--- config.mk ---
export PLATFORM = sky130hd
export DESIGN_NAME = vsft_core
export DESIGN_NICKNAME = d
export VERILOG_FILES = /design/src/vsft_pkg.sv /design/src/vsft_timer.sv /design/src/vsft_dim_scale.sv /design/src/vsft_core.sv
export SDC_FILE = /design/constraint.sdc
export NUM_CORES = 1
export LEC_CHECK = 0
export BUFFER_PORTS_ARGS = -buffer_cell sky130_fd_sc_hd__buf_4
export CAP_MARGIN = 15
export CELL_PAD_IN_SITES_DETAIL_PLACEMENT = 1
export CELL_PAD_IN_SITES_GLOBAL_PLACEMENT = 2
export CORE_MARGIN = 3
export CORE_UTILIZATION = 35
export DETAILED_ROUTE_END_ITERATION = 10
export GPL_ROUTABILITY_DRIVEN = 0
export PLACE_DENSITY_LB_ADDON = 0.1
export SLEW_MARGIN = 20
export SYNTH_ARGS = -nofsm -noshare
export SYNTH_HDL_FRONTEND = slang
export SYNTH_HIERARCHICAL = 1
export SYNTH_SLANG_ARGS = --single-unit
--- constraint.sdc ---
create_clock -name ref_clk_i -period 4.6 [get_ports ref_clk_i]
set_clock_uncertainty 0.05 [all_clocks]
set_input_delay 0.46 -clock ref_clk_i [delete_from_list [all_inputs] [get_ports ref_clk_i]]
set_output_delay 0.46 -clock ref_clk_i [all_outputs]
set_load 0.03 [all_outputs]
--- src/vsft_pkg.sv ---
package vsft_pkg;

  // Clock period in picoseconds at 100 MHz.
  localparam int unsigned CLK_PERIOD_PS = 10000;

  // Valley time-out, 6.5 us nominal, given in nanoseconds.
  localparam int unsigned VALLEY_TIMEOUT_NS = 6500;
  localparam int unsigned VALLEY_TIMEOUT_CYC = VALLEY_TIMEOUT_NS * 1000 / CLK_PERIOD_PS;

  // Low-line blanking, 25 ms, given in milliseconds.
  localparam int unsigned LOW_LINE_BLANK_MS = 25;
  localparam int unsigned LOW_LINE_BLANK_CYC = LOW_LINE_BLANK_MS * 1000 * 100;

  // Auxiliary short timer, 90 ms.
  localparam int unsigned AUX_SHORT_MS = 90;
  localparam int unsigned AUX_SHORT_CYC = AUX_SHORT_MS * 1000 * 100;

  // Fault recovery delay, 4 s.
  localparam int unsigned RECOVERY_S = 4;
  localparam int unsigned RECOVERY_CYC = RECOVERY_S * 100000000;

  // Consecutive over-current periods that trip the winding-short fault.
  localparam logic [2:0] WIND_SHORT_COUNT = 3'h4;

  // Valley on which turn-on happens at full load in each line range.
  localparam logic [3:0] VALLEY_LOW_LINE = 4'h1;
  localparam logic [3:0] VALLEY_HIGH_LINE = 4'h2;

  // Blanking windows after turn-on, in cycles.
  localparam logic [5:0] LIMIT_BLANK_CYC = 6'h1e;
  localparam logic [5:0] SHORT_BLANK_CYC = 6'h08;

  // Dimming reference full-scale code.
  localparam logic [7:0] REF_FULL_SCALE = 8'hff;

  // Fault handling state.
  typedef enum logic [1:0] {
    VSFT_RUN,
    VSFT_RECOVER,
    VSFT_LATCHED
  } vsft_fault_e;

endpackage : vsft_pkg

--- src/vsft_timer.sv ---
`timescale 1ns/1ps

// Saturating up-counter with a synchronous clear; flags when it reaches a limit.
module vsft_timer #(
  parameter int unsigned W = 32
) (
  input wire logic ref_clk_i,
  input wire logic rst_n_i,
  input wire logic run_i,
  input wire logic clear_i,
  input wire logic [W-1:0] limit_i,
  output logic done_o
);

  logic [W-1:0] count_r;

  // Clear has priority so a restart never sees a stale count.
  always_ff @(posedge ref_clk_i or negedge rst_n_i) begin
    if (!rst_n_i) begin
      count_r <= '0;
    end else if (clear_i) begin
      count_r <= '0;
    end else if (run_i && (count_r < limit_i)) begin
      count_r <= count_r + 1'b1;
    end
  end

  assign done_o = (count_r >= limit_i);

endmodule : vsft_timer

--- src/vsft_dim_scale.sv ---
`timescale 1ns/1ps

// Maps the dimming level to the current reference with three regions.
module vsft_dim_scale
  import vsft_pkg::*;
(
  input wire logic dim_below_lower_i,
  input wire logic dim_above_upper_i,
  input wire logic [7:0] dim_level_i,
  output logic [7:0] ref_o,
  output logic drive_inhibit_o
);

  // The analog level between thresholds is digitised outside as 0 to full scale.
  always_comb begin
    if (dim_below_lower_i) begin
      ref_o = 8'h00;
    end else if (dim_above_upper_i) begin
      ref_o = REF_FULL_SCALE;
    end else begin
      ref_o = dim_level_i;
    end
    drive_inhibit_o = dim_below_lower_i;
  end

endmodule : vsft_dim_scale

--- src/vsft_core.sv ---
`timescale 1ns/1ps

module vsft_core
  import vsft_pkg::*;
#(
  parameter int unsigned VALLEY_TIMEOUT = VALLEY_TIMEOUT_CYC,
  parameter int unsigned LOW_LINE_BLANK = LOW_LINE_BLANK_CYC,
  parameter int unsigned AUX_SHORT = AUX_SHORT_CYC,
  parameter int unsigned RECOVERY = RECOVERY_CYC
) (
  input wire logic ref_clk_i,
  input wire logic rst_n_i,
  input wire logic valley_below_i,
  input wire logic aux_above_short_i,
  input wire logic line_below_low_i,
  input wire logic line_above_high_i,
  input wire logic dim_below_lower_i,
  input wire logic dim_above_upper_i,
  input wire logic [7:0] dim_level_i,
  input wire logic foldback_i,
  input wire logic [3:0] foldback_valleys_i,
  input wire logic setpoint_reached_i,
  input wire logic peak_limit_i,
  input wire logic cs_over_150_i,
  input wire logic latching_version_i,
  input wire logic supply_on_i,
  input wire logic supply_reset_i,
  output logic drive_o,
  output logic [7:0] current_reference_o,
  output logic comp_ground_o,
  output logic aux_short_fault_o,
  output logic winding_short_fault_o,
  output logic low_line_o,
  output logic valley_clock_o
);

  logic valley_below_d_r;
  logic valley_event;
  logic timeout_done;
  logic timeout_pulse;
  logic valley_clk;
  logic aux_done;
  logic low_blank_done;
  logic rec_done;
  logic [3:0] valley_cnt_r;
  logic [3:0] valley_target;
  logic [5:0] blank_cnt_r;
  logic [2:0] over_cnt_r;
  logic over_seen_r;
  logic [7:0] ref_nxt;
  logic dim_inhibit;
  logic fault_ok;
  logic turn_on;
  logic turn_off;
  logic wind_trip;
  vsft_fault_e fault_r;

  // Edge history for the valley comparator.
  always_ff @(posedge ref_clk_i or negedge rst_n_i) begin
    if (!rst_n_i) begin
      valley_below_d_r <= 1'b0;
    end else begin
      valley_below_d_r <= valley_below_i;
    end
  end

  assign valley_event = valley_below_i && !valley_below_d_r;

  vsft_timer #(.W(32)) u_timeout (
    .ref_clk_i(ref_clk_i),
    .rst_n_i(rst_n_i),
    .run_i(valley_below_i),
    .clear_i(!valley_below_i || valley_clk),
    .limit_i(VALLEY_TIMEOUT),
    .done_o(timeout_done)
  );
  assign timeout_pulse = timeout_done && valley_below_i;

  assign valley_clk = valley_event || timeout_pulse;

  // aux short timer, cleared above 1 V or while a fault is held
  vsft_timer #(.W(32)) u_aux (
    .ref_clk_i(ref_clk_i),
    .rst_n_i(rst_n_i),
    .run_i(fault_r == VSFT_RUN),
    .clear_i(aux_above_short_i || (fault_r != VSFT_RUN)),
    .limit_i(AUX_SHORT),
    .done_o(aux_done)
  );

  vsft_timer #(.W(32)) u_lowline (
    .ref_clk_i(ref_clk_i),
    .rst_n_i(rst_n_i),
    .run_i(line_below_low_i),
    .clear_i(!line_below_low_i),
    .limit_i(LOW_LINE_BLANK),
    .done_o(low_blank_done)
  );

  // Line range; reset assumes high line, the safer choice of fewer switching events.
  always_ff @(posedge ref_clk_i or negedge rst_n_i) begin
    if (!rst_n_i) begin
      low_line_o <= 1'b0;
    end else if (line_above_high_i) begin
      low_line_o <= 1'b0;
    end else if (low_blank_done) begin
      low_line_o <= 1'b1;
    end
  end

  vsft_timer #(.W(32)) u_recover (
    .ref_clk_i(ref_clk_i),
    .rst_n_i(rst_n_i),
    .run_i(fault_r == VSFT_RECOVER),
    .clear_i(fault_r != VSFT_RECOVER),
    .limit_i(RECOVERY),
    .done_o(rec_done)
  );

  vsft_dim_scale u_dim (
    .dim_below_lower_i(dim_below_lower_i),
    .dim_above_upper_i(dim_above_upper_i),
    .dim_level_i(dim_level_i),
    .ref_o(ref_nxt),
    .drive_inhibit_o(dim_inhibit)
  );

  // Registered so the reference output comes straight from a flip-flop.

  always_ff @(posedge ref_clk_i or negedge rst_n_i) begin
    if (!rst_n_i) begin
      current_reference_o <= 8'h00;
    end else begin
      current_reference_o <= ref_nxt;
    end
  end

  always_comb begin
    if (foldback_i && (foldback_valleys_i > VALLEY_HIGH_LINE)) begin
      valley_target = foldback_valleys_i;
    end else if (low_line_o) begin
      valley_target = VALLEY_LOW_LINE;
    end else begin
      valley_target = VALLEY_HIGH_LINE;
    end
  end

  assign fault_ok = (fault_r == VSFT_RUN);
  // The count is widened so that a saturated count of fifteen still meets any target.
  assign turn_on = !drive_o && fault_ok && !dim_inhibit && valley_clk &&
                   (({1'b0, valley_cnt_r} + 5'h01) >= {1'b0, valley_target});
  // peak limit ends on-time only once the limit blanking has passed
  assign turn_off = drive_o && (setpoint_reached_i || !fault_ok || dim_inhibit ||
                    (peak_limit_i && (blank_cnt_r >= LIMIT_BLANK_CYC)));

  // valley counter cleared at turn-on and held at zero for the on-time
  always_ff @(posedge ref_clk_i or negedge rst_n_i) begin
    if (!rst_n_i) begin
      valley_cnt_r <= 4'h0;
    end else if (drive_o) begin
      valley_cnt_r <= 4'h0;
    end else if (turn_on) begin
      valley_cnt_r <= 4'h0;
    end else if (valley_clk && (valley_cnt_r != 4'hf)) begin
      valley_cnt_r <= valley_cnt_r + 4'h1;
    end
  end

  // drive latch high only for the on-time
  always_ff @(posedge ref_clk_i or negedge rst_n_i) begin
    if (!rst_n_i) begin
      drive_o <= 1'b0;
    end else if (turn_off) begin
      drive_o <= 1'b0;
    end else if (turn_on) begin
      drive_o <= 1'b1;
    end
  end

  // Blanking counter runs from the start of each on-time.
  always_ff @(posedge ref_clk_i or negedge rst_n_i) begin
    if (!rst_n_i) begin
      blank_cnt_r <= 6'h00;
    end else if (!drive_o) begin
      blank_cnt_r <= 6'h00;
    end else if (blank_cnt_r != 6'h3f) begin
      blank_cnt_r <= blank_cnt_r + 6'h01;
    end
  end

  // short blanking ends well before limit blanking
  always_ff @(posedge ref_clk_i or negedge rst_n_i) begin
    if (!rst_n_i) begin
      over_seen_r <= 1'b0;
      over_cnt_r <= 3'h0;
    end else if (!fault_ok) begin
      over_seen_r <= 1'b0;
      over_cnt_r <= 3'h0;
    end else if (turn_on) begin
      over_seen_r <= 1'b0;
      over_cnt_r <= over_seen_r ? over_cnt_r + 3'h1 : 3'h0;
    end else if (drive_o && cs_over_150_i && (blank_cnt_r >= SHORT_BLANK_CYC)) begin
      over_seen_r <= 1'b1;
    end
  end
  // The fourth over-current period trips as soon as it is seen.
  assign wind_trip = over_seen_r && (over_cnt_r >= (WIND_SHORT_COUNT - 3'h1));

  // auto-recovery, latching, aux short stops for 4 s
  always_ff @(posedge ref_clk_i or negedge rst_n_i) begin
    if (!rst_n_i) begin
      fault_r <= VSFT_RUN;
    end else begin
      case (fault_r)
        VSFT_RUN: begin
          if (wind_trip && latching_version_i) begin
            fault_r <= VSFT_LATCHED;
          end else if (wind_trip || aux_done) begin
            fault_r <= VSFT_RECOVER;
          end
        end
        VSFT_RECOVER: begin
          if (rec_done && supply_on_i) begin
            fault_r <= VSFT_RUN;
          end
        end
        VSFT_LATCHED: begin
          if (supply_reset_i) begin
            fault_r <= VSFT_RUN;
          end
        end
        default: begin
          fault_r <= VSFT_RUN;
        end
      endcase
    end
  end

  // Fault flags and the compensation clamp are registered status.
  always_ff @(posedge ref_clk_i or negedge rst_n_i) begin
    if (!rst_n_i) begin
      aux_short_fault_o <= 1'b0;
      winding_short_fault_o <= 1'b0;
      comp_ground_o <= 1'b0;
      valley_clock_o <= 1'b0;
    end else begin
      if (fault_r == VSFT_RUN && aux_done) begin
        aux_short_fault_o <= 1'b1;
      end else if (fault_r == VSFT_RUN) begin
        aux_short_fault_o <= 1'b0;
      end
      if (fault_r == VSFT_RUN && wind_trip) begin
        winding_short_fault_o <= 1'b1;
      end else if (fault_r == VSFT_RUN) begin
        winding_short_fault_o <= 1'b0;
      end
      comp_ground_o <= (fault_r != VSFT_RUN) || (fault_r == VSFT_RUN && (aux_done || wind_trip));
      valley_clock_o <= valley_clk;
    end
  end

  // Drive never stands high after the first cycle of a held fault.
  no_drive_fault_a: assert property (@(posedge ref_clk_i) disable iff (!rst_n_i)
    (fault_r != VSFT_RUN) |=> !drive_o) else $error("drive high in fault");
  // A valley clock follows a falling crossing.
  valley_event_a: assert property (@(posedge ref_clk_i) disable iff (!rst_n_i)
    (valley_below_i && !$past(valley_below_i)) |=> valley_clock_o) else $error("valley lost");
  // Dimming inhibit keeps drive low.
  dim_inhibit_a: assert property (@(posedge ref_clk_i) disable iff (!rst_n_i)
    dim_below_lower_i |=> !drive_o) else $error("drive while dimmed off");
  // High line comparator clears low line next cycle.
  high_line_a: assert property (@(posedge ref_clk_i) disable iff (!rst_n_i)
    line_above_high_i |=> !low_line_o) else $error("high line late");
  // Fault state grounds compensation.
  comp_ground_a: assert property (@(posedge ref_clk_i) disable iff (!rst_n_i)
    (fault_r != VSFT_RUN) |=> comp_ground_o) else $error("comp not grounded");
  // Latched fault stays until supply reset.
  latch_hold_a: assert property (@(posedge ref_clk_i) disable iff (!rst_n_i)
    (fault_r == VSFT_LATCHED && !supply_reset_i) |=> fault_r == VSFT_LATCHED)
    else $error("latch released");
  // Full reference above upper threshold.
  dim_full_a: assert property (@(posedge ref_clk_i) disable iff (!rst_n_i)
    (dim_above_upper_i && !dim_below_lower_i) |=> current_reference_o == REF_FULL_SCALE)
    else $error("reference not full");
  // Peak limit after blanking ends drive next cycle.
  peak_limit_a: assert property (@(posedge ref_clk_i) disable iff (!rst_n_i)
    (drive_o && peak_limit_i && blank_cnt_r >= LIMIT_BLANK_CYC) |=> !drive_o)
    else $error("on-time not ended");

endmodule : vsft_core

## After elaboration in Yosys (flattened, before gate mapping)

Index checks and enable logic that the tools add are counted.

- Reductions and logical operators: 46
- Multiply operators: 0
- Shift-type cells: 0
- Divide/modulo/power cells: 0
- Muxes and demuxes: 35
- Add/subtract/negate cells: 8
- Magnitude comparators: 13
- Bitwise gates (word level): 0
- Equal/unequal tests: 12

Operator list:

| operator | count |
|---|---|
| $mux W32 | 8 |
| $add A32 B1 Y32 const B | 4 |
| $ge A32 B10 Y1 const B | 1 |
| $ge A32 B22 Y1 const B | 1 |
| $ge A32 B24 Y1 const B | 1 |
| $ge A32 B29 Y1 const B | 1 |
| $lt A32 B10 Y1 const B | 1 |
| $lt A32 B22 Y1 const B | 1 |
| $lt A32 B24 Y1 const B | 1 |
| $lt A32 B29 Y1 const B | 1 |
| $logic_and A1 B1 Y1 | 22 |
| $mux W4 | 4 |
| $mux W8 | 2 |
| $reduce_bool A2 Y1 | 8 |
| $mux W6 | 2 |
| $mux W1 | 10 |
| $mux W2 | 5 |
| $mux W3 | 3 |
| $logic_or A1 B1 Y1 | 8 |
| $ne A2 B1 Y1 const B | 4 |
| $add A6 B1 Y6 const B | 1 |
| $ge A6 B4 Y1 const B | 1 |
| $ge A6 B5 Y1 const B | 1 |
| $ne A3 B1 Y1 const B | 2 |
| 16 further kinds | 21 |

- Memory bits (read-only): 0
- Logic and storage cells: 131
- Memories kept: 0
- Latch bits: 0
- Bits in registers: 159
- RAM bits: 0
- Input port bits: 27

## Depth between registers and ports, before layout

Gate-level depths: netlist (run 1).

- Word-level depth: 7
- Depth in mapped cells: 14

## By module

The synthesis (run 1) kept the hierarchy.

Modules (own cells, without submodules):

| module | area an instance (sq um) | cells each | seq. area each (sq um) | instances |
|---|---|---|---|---|
| vsft_timer | 2683.8 | 324 | 800.8 | 4 |
| vsft_core | 1505.2 | 140 | 775.7 | 1 |
| vsft_dim_scale | 98.8 | 10 | 0.0 | 1 |

## Least setup slack after synthesis (run 1)

No wires, ideal clock.

- Kind: register to register
- From: reg u_timeout.count_r[15]
- To: reg over_cnt_r[1]
- Stages on the path, launching flop included: 13
- Required time: 4.468 ns
- Library setup time: 0.082 ns
- Path buffers: 2
- Period minus slack after synthesis: 3.226 ns
- Arrival time: 3.094 ns
- Slack: 1.374 ns
- Path through: dfrtp_1 -> ha_1 -> nand4_1 -> nor4_1 -> a21boi_1 -> o32a_1 -> buf_6 -> clkbuf_1 -> a311o_1 -> nand2b_1 -> nand4_2 -> or4b_4 -> o22ai_1

- Cells in the longest elaborated chain, start to end: 6

RTL lines:

| element | RTL line | RTL |
|---|---|---|
| start, declared | vsft_timer.sv:15 | `logic [W-1:0] count_r;` |
| start signal, assigned | vsft_timer.sv:24 | `count_r <= count_r + 1'b1;` |
| $ge A32 B10 Y1 | vsft_timer.sv:28 | `assign done_o = (count_r >= limit_i);` |
| net timeout_done | vsft_core.sv:39 | `logic timeout_done;` |
| $logic_and A1 B1 Y1 | vsft_core.sv:77 | `assign timeout_pulse = timeout_done && valley_below_i;` |
| $logic_or A1 B1 Y1 | vsft_core.sv:79 | `assign valley_clk = valley_event \|\| timeout_pulse;` |
| $logic_and A1 B1 Y1 (2 in a row) | vsft_core.sv:150 | `assign turn_on = !drive_o && fault_ok && !dim_inhibit && valley_clk &&` |
| $ne A2 B1 Y1 (no source line) | - |  |
| end signal, assigned | vsft_core.sv:201 | `over_cnt_r <= over_seen_r ? over_cnt_r + 3'h1 : 3'h0;` |
| end, declared | vsft_core.sv:48 | `logic [2:0] over_cnt_r;` |

The timed path passes the listed nets, and every way through them passes these cells.
A chain may end at the register's enable or synchronous reset.

## Final worst setup path (run 1)

- From: reg u_aux.count_r[15]
- To: reg u_aux.count_r[26]

- Cells in the longest elaborated chain, start to end: 3
- Elaborated cells between the ends (all ways): 6

RTL lines:

| element | RTL line | RTL |
|---|---|---|
| start, declared | vsft_timer.sv:15 |  |
| start signal, assigned | vsft_timer.sv:24 |  |
| $add A32 B1 Y32 / $lt A32 B24 Y1 (equally long branches) | vsft_timer.sv:24, vsft_timer.sv:23 |  |
| $mux W32 / $logic_and A1 B1 Y1 (equally long branches) | vsft_timer.sv:23 | `end else if (run_i && (count_r < limit_i)) begin` |
| $mux W32 / $reduce_bool A2 Y1 (equally long branches) | - |  |

Several ways; a longest one is shown, not always the timed one. The select of a mux whose other input is x is not followed.

==> out/summary.txt, run 1 <==
Final Hold Viols: 0
RSZ-0062 raised after global routing: false
Final wirelength: 32900 µm
R2R depth: 7
Hold/Removal Path Class: input pin to async pin
FF+latch count, synth: 159
Count leader, synth: a21oi_1
Clk sinks: 159
Slew Limit Headroom: 31.8%
Peak supply drop: 0.000262 V
Total power: 3.34 mW
Global-route wire length before repair: 55900 µm
Remaining DRCs: 0
Mean Syn Cell Area: 8.53 µm²
Max-slew violation count: 0
Status: completed
CP Data Required Time: 4.86 ns
FF-to-FF End: u_aux/count_r[26]$_DFFE_PN0P_
EDFF count, synth: 0
Register area: 3980 µm²
Syn. warnings: 6
Largest net degree at the start of global routing: 86
Layout area overhead: 13.6%
Main synth FF type: dfrtp_1
Dpl hpwl: 22700 µm
CTS Buffer Depth: 2
CP Class: flip-flop to flip-flop
Worst setup SP type: flip-flop
DIE AREA: 37500 µm²
Sum of negative setup slack: 0 ns
Pleak: 6.14 nW
Synth top area share: 32.2%
Clk pin slew, worst setup/hold paths: 0.06 ns
Proportion of layout cells with a drive suffix above 1: 6.75%
Fillers: 4147
Cell Area, Synth: 12300 µm²
Footprint of the multi-input gates: 7890 µm²
H-tree Lvls: 4
Initial antenna violation count: 1
Cell count after synthesis: 1446
# port buffers: 40
Reg-to-Reg Start: u_aux/count_r[15]$_DFFE_PN0P_
GRT Overall Usage: 17.7%
Clk root buf: clkbuf_16
Minimum clock period: 3.31 ns
Via count: 11100
Number of DRC markers in iteration 0: 362
Placed instance area: 13400 µm²
Critical path endpoint category: flip-flop
Async S/R FF share, synth: 100%
Crit-path max FO: 59
F_max: 302 MHz
Cell Rows: 68
Worst EP arrival: 3.57 ns
Clk_lat worst skew: 0.44 ns
Die Ht: 194 µm
Post-CTS Setup Bufs: 0
Post-synthesis cell type count: 55
Final count of negative-setup-slack endpoints: 0
Top Ports: 41
Number of CTS-inserted buffers: 17
CORE AREA: 34600 µm²
Initial Util: 35.6%
Via density: 5.44
Worst-margin pin slew: 1.02 ns
Fin area: 14000 µm²
CTS Hold Bufs: 0
Router iterations before antenna repair: 4
# resized after CTS: 0
Synth top area cells: dfrtp_1 (32%), ha_1 (14%), a21oi_1 (6.6%), o31ai_1 (5.7%), or4_1 (5.6%)
CTS tree: built
Period utilization: 72.0%
Total Nets Final: 1740
Cell taking the most area after synthesis: dfrtp_1
Power Density: 238 nW/µm²
Final antenna-violating net count: 0
Post-DR wirelength/cell: 16.1 µm
WHS: 0.0274 ns
Register area share after synthesis: 32.2%
Congestion Overflow GR: 0
Die width: 194 µm
Max_cap viols: 0
Vias in the first global route: 11200
Fin util: 40.5%
FF-to-FF setup slack: 1.29 ns
Commonest cells post-synth: a21oi_1 (163), dfrtp_1 (159), inv_1 (153), ha_1 (141), o31ai_1 (93)
## cells in the final DEF, fill, tap and decap left out, types with 15 or more instances in the layout
cell	synthesis	final
a21oi_1	163	163
dfrtp_1	159	159
inv_1	153	153
ha_1	141	141
conb_1	2	128
o31ai_1	93	93
or4_1	92	92
nand2_1	88	88
nand4_1	69	69
nand3_1	62	62
nor2_1	59	57
buf_4	1	55
nor2b_1	32	32
nor4_1	28	28
and3_1	27	27
o21ai_0	27	27
mux2_1	24	24
clkbuf_16	0	17
nor3_1	15	15
## worst max path at each step
stage / cells after the start / from / slack (ns) / end
after detailed placement: 7 / u_aux/count_r[15]$_DFFE_PN0P_ / 1.25 / u_aux/count_r[26]$_DFFE_PN0P_
final: 7 / u_aux/count_r[15]$_DFFE_PN0P_ / 1.29 / u_aux/count_r[26]$_DFFE_PN0P_
after CTS: 7 / u_aux/count_r[15]$_DFFE_PN0P_ / 1.24 / u_aux/count_r[26]$_DFFE_PN0P_
after global placement: 7 / u_aux/count_r[15]$_DFFE_PN0P_ / 1.31 / u_aux/count_r[26]$_DFFE_PN0P_
after floorplan: 12 / u_timeout/count_r[15]$_DFFE_PN0P_ / 1.37 / over_cnt_r[1]$_DFFE_PN0P_
after global routing: 7 / u_aux/count_r[15]$_DFFE_PN0P_ / 0.97 / u_aux/count_r[21]$_DFFE_PN0P_
## state kept, by name, indices dropped and copies added, names as in the netlist, 2 cells and up
name,cells
blank_cnt_r,6
current_reference_o,8
fault_r,2
over_cnt_r,3
u_aux/count_r,32
u_lowline/count_r,32
u_recover/count_r,32
u_timeout/count_r,32
valley_cnt_r,4
## power breakdown
group	leakage, nW	switching [mW]	internal (mW)	total, mW
Sequential	2.20	0.0384	1.43	1.47
Combinational	3.67	0.250	0.148	0.397
Clock	0.274	0.666	0.808	1.47
Total	6.14	0.954	2.38	3.34
## stage by stage
stage          std cells  setup WS (ns)
3_3_place_gp        2008           1.31
6_report            2041           1.29
4_1_cts             2040           1.24
5_1_grt             2041          0.975
3_5_place_dp        2008           1.25
2_1_floorplan       1572           1.37
## kinds of logic after synthesis
logic type                 share of synthesized area [%]
AOI/OAI and AO/OA                                   18.1
xor gates and xnor gates                           0.355
adders and majority gates                           14.3
buffers and inverters                               7.76
DFF                                                 32.2
muxes                                               2.45
other                                             0.0609
and+or+nand+nor                                     24.8
## cell type report
type                       instances  area share (%)
inverter                         153            4.10
antenna                            1          0.0178
clock inverter                    15            1.14
multi-input combinational       1185            56.2
sequential                       159            28.4
clock buffer                      17            3.03
timing repair buffer              56            3.03
tap                              455            4.06
## per-layer routing
metal  vias to the layer above  wire [µm]  GRT usage (%)
met5                         -          0              0
met4                         0        445           3.83
met3                        23        557           2.80
met2                        64      16200           31.0
met1                      5476      15700           23.0
li1                       5550          -              -
## critical path, stage by stage (launching register included)
cell and delay [ns]:
dfrtp_1 0.45, ha_1 0.35, nand4_1 0.14, nor4_1 0.47, a21boi_1 0.30, o32a_2 0.89, nor4_1 0.18, mux2_1 0.35
No activity file was read; power rests on OpenSTA's default activity.
==> run 2: changes to the inputs <==
==> constraint.sdc (replaced) <==
create_clock -name ref_clk_i -period 3.05 [get_ports ref_clk_i]
set_clock_uncertainty 0.05 [all_clocks]
set_input_delay 0.305 -clock ref_clk_i [delete_from_list [all_inputs] [get_ports ref_clk_i]]
set_output_delay 0.305 -clock ref_clk_i [all_outputs]
set_load 0.03 [all_outputs]
==> run 2 against run 1 <==
Net effect: wire length rose by 4.2%; count of clock-buffer cells in the layout did not move; final cell count rose by 2.5%; critical endpoint is now valley_cnt_r[2]$_DFFE_PN0P_; power rose by 55%; via count rose by 2.8%.
==> out/summary.txt, run 2 (synthesis results as in run 1) <==
Top Ports: 41 (unchanged)
Minimum clock period: 2.89 ns (-0.419 ns)
Remaining DRCs: 0 (unchanged)
Fin util: 42.1% (+1.6 points)
Final Hold Viols: 0 (unchanged)
FF-to-FF End: valley_cnt_r[2]$_DFFE_PN0P_
Fillers: 4148 (+0.024%)
Dpl hpwl: 24700 µm (+8.5%)
Most frequent cells in the layout: a21oi_1 (160), dfrtp_1 (159), inv_1 (153), ha_1 (140), conb_1 (128)
Via density: 5.46 (+0.24%)
Slew Limit Headroom: 34.1% (+2.4 points)
Clk root buf: clkbuf_16
Total power: 5.17 mW (+55%)
Sum of negative setup slack: 0 ns (unchanged)
Post-Layout Cell Count: 2093 (+2.5%)
Initial antenna violation count: 0 (-1)
Initial Util: 35.6% (unchanged)
CP Cell Sequence: ha_1 > a21oi_2 > o21ai_2 > a2111o_1 > o32a_2 > a311o_1 > nand2b_4 > buf_4 > and2_1 > buf_4 > a21oi_2 > nor3_2
Worst setup SP type: flip-flop
H-tree Lvls: 4 (unchanged)
CP Class: flip-flop to flip-flop
Met3 usage: 2.57% (-0.23 points)
Reg-to-Reg Start: u_timeout/count_r[31]$_DFFE_PN0P_
Layout area overhead: 18.2%
Final antenna-violating net count: 0 (unchanged)
Max-slew violation count: 0 (unchanged)
# port buffers: 40 (unchanged)
Clk_lat worst skew: 0.45 ns (about the same)
Worst EP arrival: 3.17 ns (-0.40 ns)
Crit path from: u_timeout/count_r[31]$_DFFE_PN0P_
Die width: 194 µm (unchanged)
Worst-margin pin slew: 0.988 ns (-0.0354 ns)
CTS Buffer Depth: 2 (unchanged)
DIE AREA: 37500 µm² (unchanged)
Crit path max-delay cell type: o32a_2
Post-placement cell count: 2054 (+2.3%)
Total Nets Final: 1796 (+3.2%)
Most common cell after layout, fill and taps aside: a21oi_1
CP max stage delay: 0.40 ns (-0.49 ns)
Place WS: 0.0230 ns (-1.23 ns)
CP Data Required Time: 3.33 ns (-1.53 ns)
# diodes: 0 (-1)
Status: completed
Number of DRC markers in iteration 0: 427 (+18%)
Setup WS post-layout: 0.159 ns (-1.13 ns)
Post-DR wirelength/cell: 16.4 µm (+1.6%)
Die Ht: 194 µm (unchanged)
Final wirelength: 34300 µm (+4.2%)
Power Density: 354 nW/µm² (+49%)
F_max: 346 MHz (+14%)
CP endpoint: valley_cnt_r[2]$_DFFE_PN0P_
Period utilization: 94.8% (+23 points)
Met2 usage: 32.5% (+1.5 points)
Congestion Overflow GR: 0 (unchanged)
Via count: 11400 (+2.8%)
Final count of negative-setup-slack endpoints: 0 (unchanged)
FF-to-FF setup slack: 0.16 ns (-1.13 ns)
Critical path endpoint category: flip-flop
Clk pin slew, worst setup/hold paths: 0.07 ns (about the same)
Most Crowded Layer GR: met2
Max_cap viols: 0 (unchanged)
Worst path depth: 12 (+5)
Cell Rows: 68 (unchanged)
Clk sinks: 159 (unchanged)
CTS tree: built
Vias in the first global route: 11800 (+5.5%)
GRT Overall Usage: 18.3% (+0.63 points)
Largest net degree at the start of global routing: 67 (-22%)
Crit path max-delay family: compound AO/OA/AOI/OAI gates
Pleak: 6.47 nW (+5.4%)
CORE AREA: 34600 µm² (unchanged)
Crit-path max FO: 3 (-95%)
Global-route wire length before repair: 58100 µm (+3.9%)
Hold/Removal Path Class: input pin to flip-flop
R2R depth: 12 (+5)
Router iterations before antenna repair: 5 (+1)
Proportion of layout cells with a drive suffix above 1: 9.89% (+3.1 points)
Buf/Inv on CP: 2 (+2)
Number of CTS-inserted buffers: 17 (unchanged)
Peak supply drop: 0.000406 V (+55%)
Met1 Usage GRT: 23.9% (+0.83 points)
## run 2: cell count changes in the layout (fill, tap and decap cells not counted), sizes merged
| cell | change |
|---|---|
| bufinv | +2 |
| diode | -1 |
| inv | -6 |
| buf | +48 |
| clkinv | +3 |
| o32a | +1 |
| clkinvlp | -2 |
| dlygate4sd3 | +7 |
## run 2: what timing repair did
item,CTS,global route
hold endpoints to repair,67,0
buffers inserted,0,2
setup endpoints to repair,0,22
gates resized for setup,0,11
hold buffers,7,0
## run 2: worst min path at each step
stage	from	to	slack, ns	cells past startpoint
final	dim_level_i[1]	current_reference_o[1]$_DFF_PN0_	0.03	2
after global routing	valley_below_i	valley_below_d_r$_DFF_PN0_	0.009	1
after CTS	valley_below_i	valley_below_d_r$_DFF_PN0_	0.0004	1
after detailed placement	rst_n_i	winding_short_fault_o$_DFFE_PN0P_	0.34	1
after global placement	rst_n_i	winding_short_fault_o$_DFFE_PN0P_	0.33	1
after floorplan	rst_n_i	aux_short_fault_o$_DFFE_PN0P_	-0.04	0
## run 2: area by class of cell
cell class	count	area (µm²)	area share [%]
clock buffers	17	425	2.92
clock inverters	12	171	1.18
inverters	153	574	3.94
multi-input cells	1186	7960	54.6
flip-flops and latches	159	3980	27.3
well taps	455	569	3.90
repair buffers	111	905	6.20
## run 2: power by group
part           switching (mW)  internal, mW  leakage [nW]
clock                   0.959          1.35         0.286
combinational           0.399         0.249          3.99
sequential             0.0609          2.15          2.20
total                    1.42          3.75          6.47
## run 2: stage by stage
stage / hold WS (ns) / area [µm²]
final: 0.0291 / 14600
after global routing: 0.00900 / 14600
after CTS: 0.000403 / 14500
after detailed placement: 0.340 / 13800
after global placement: 0.330 / 13800
after floorplan: -0.0406 / 12800
## run 2: per-layer routing
metal	up-vias	share of wire, %	wire length (µm)
met1	5687	48	16400
met4	0	0.72	246
met5	-	0	0
met3	22	1.6	548
met2	65	50	17100
li1	5650	-	-
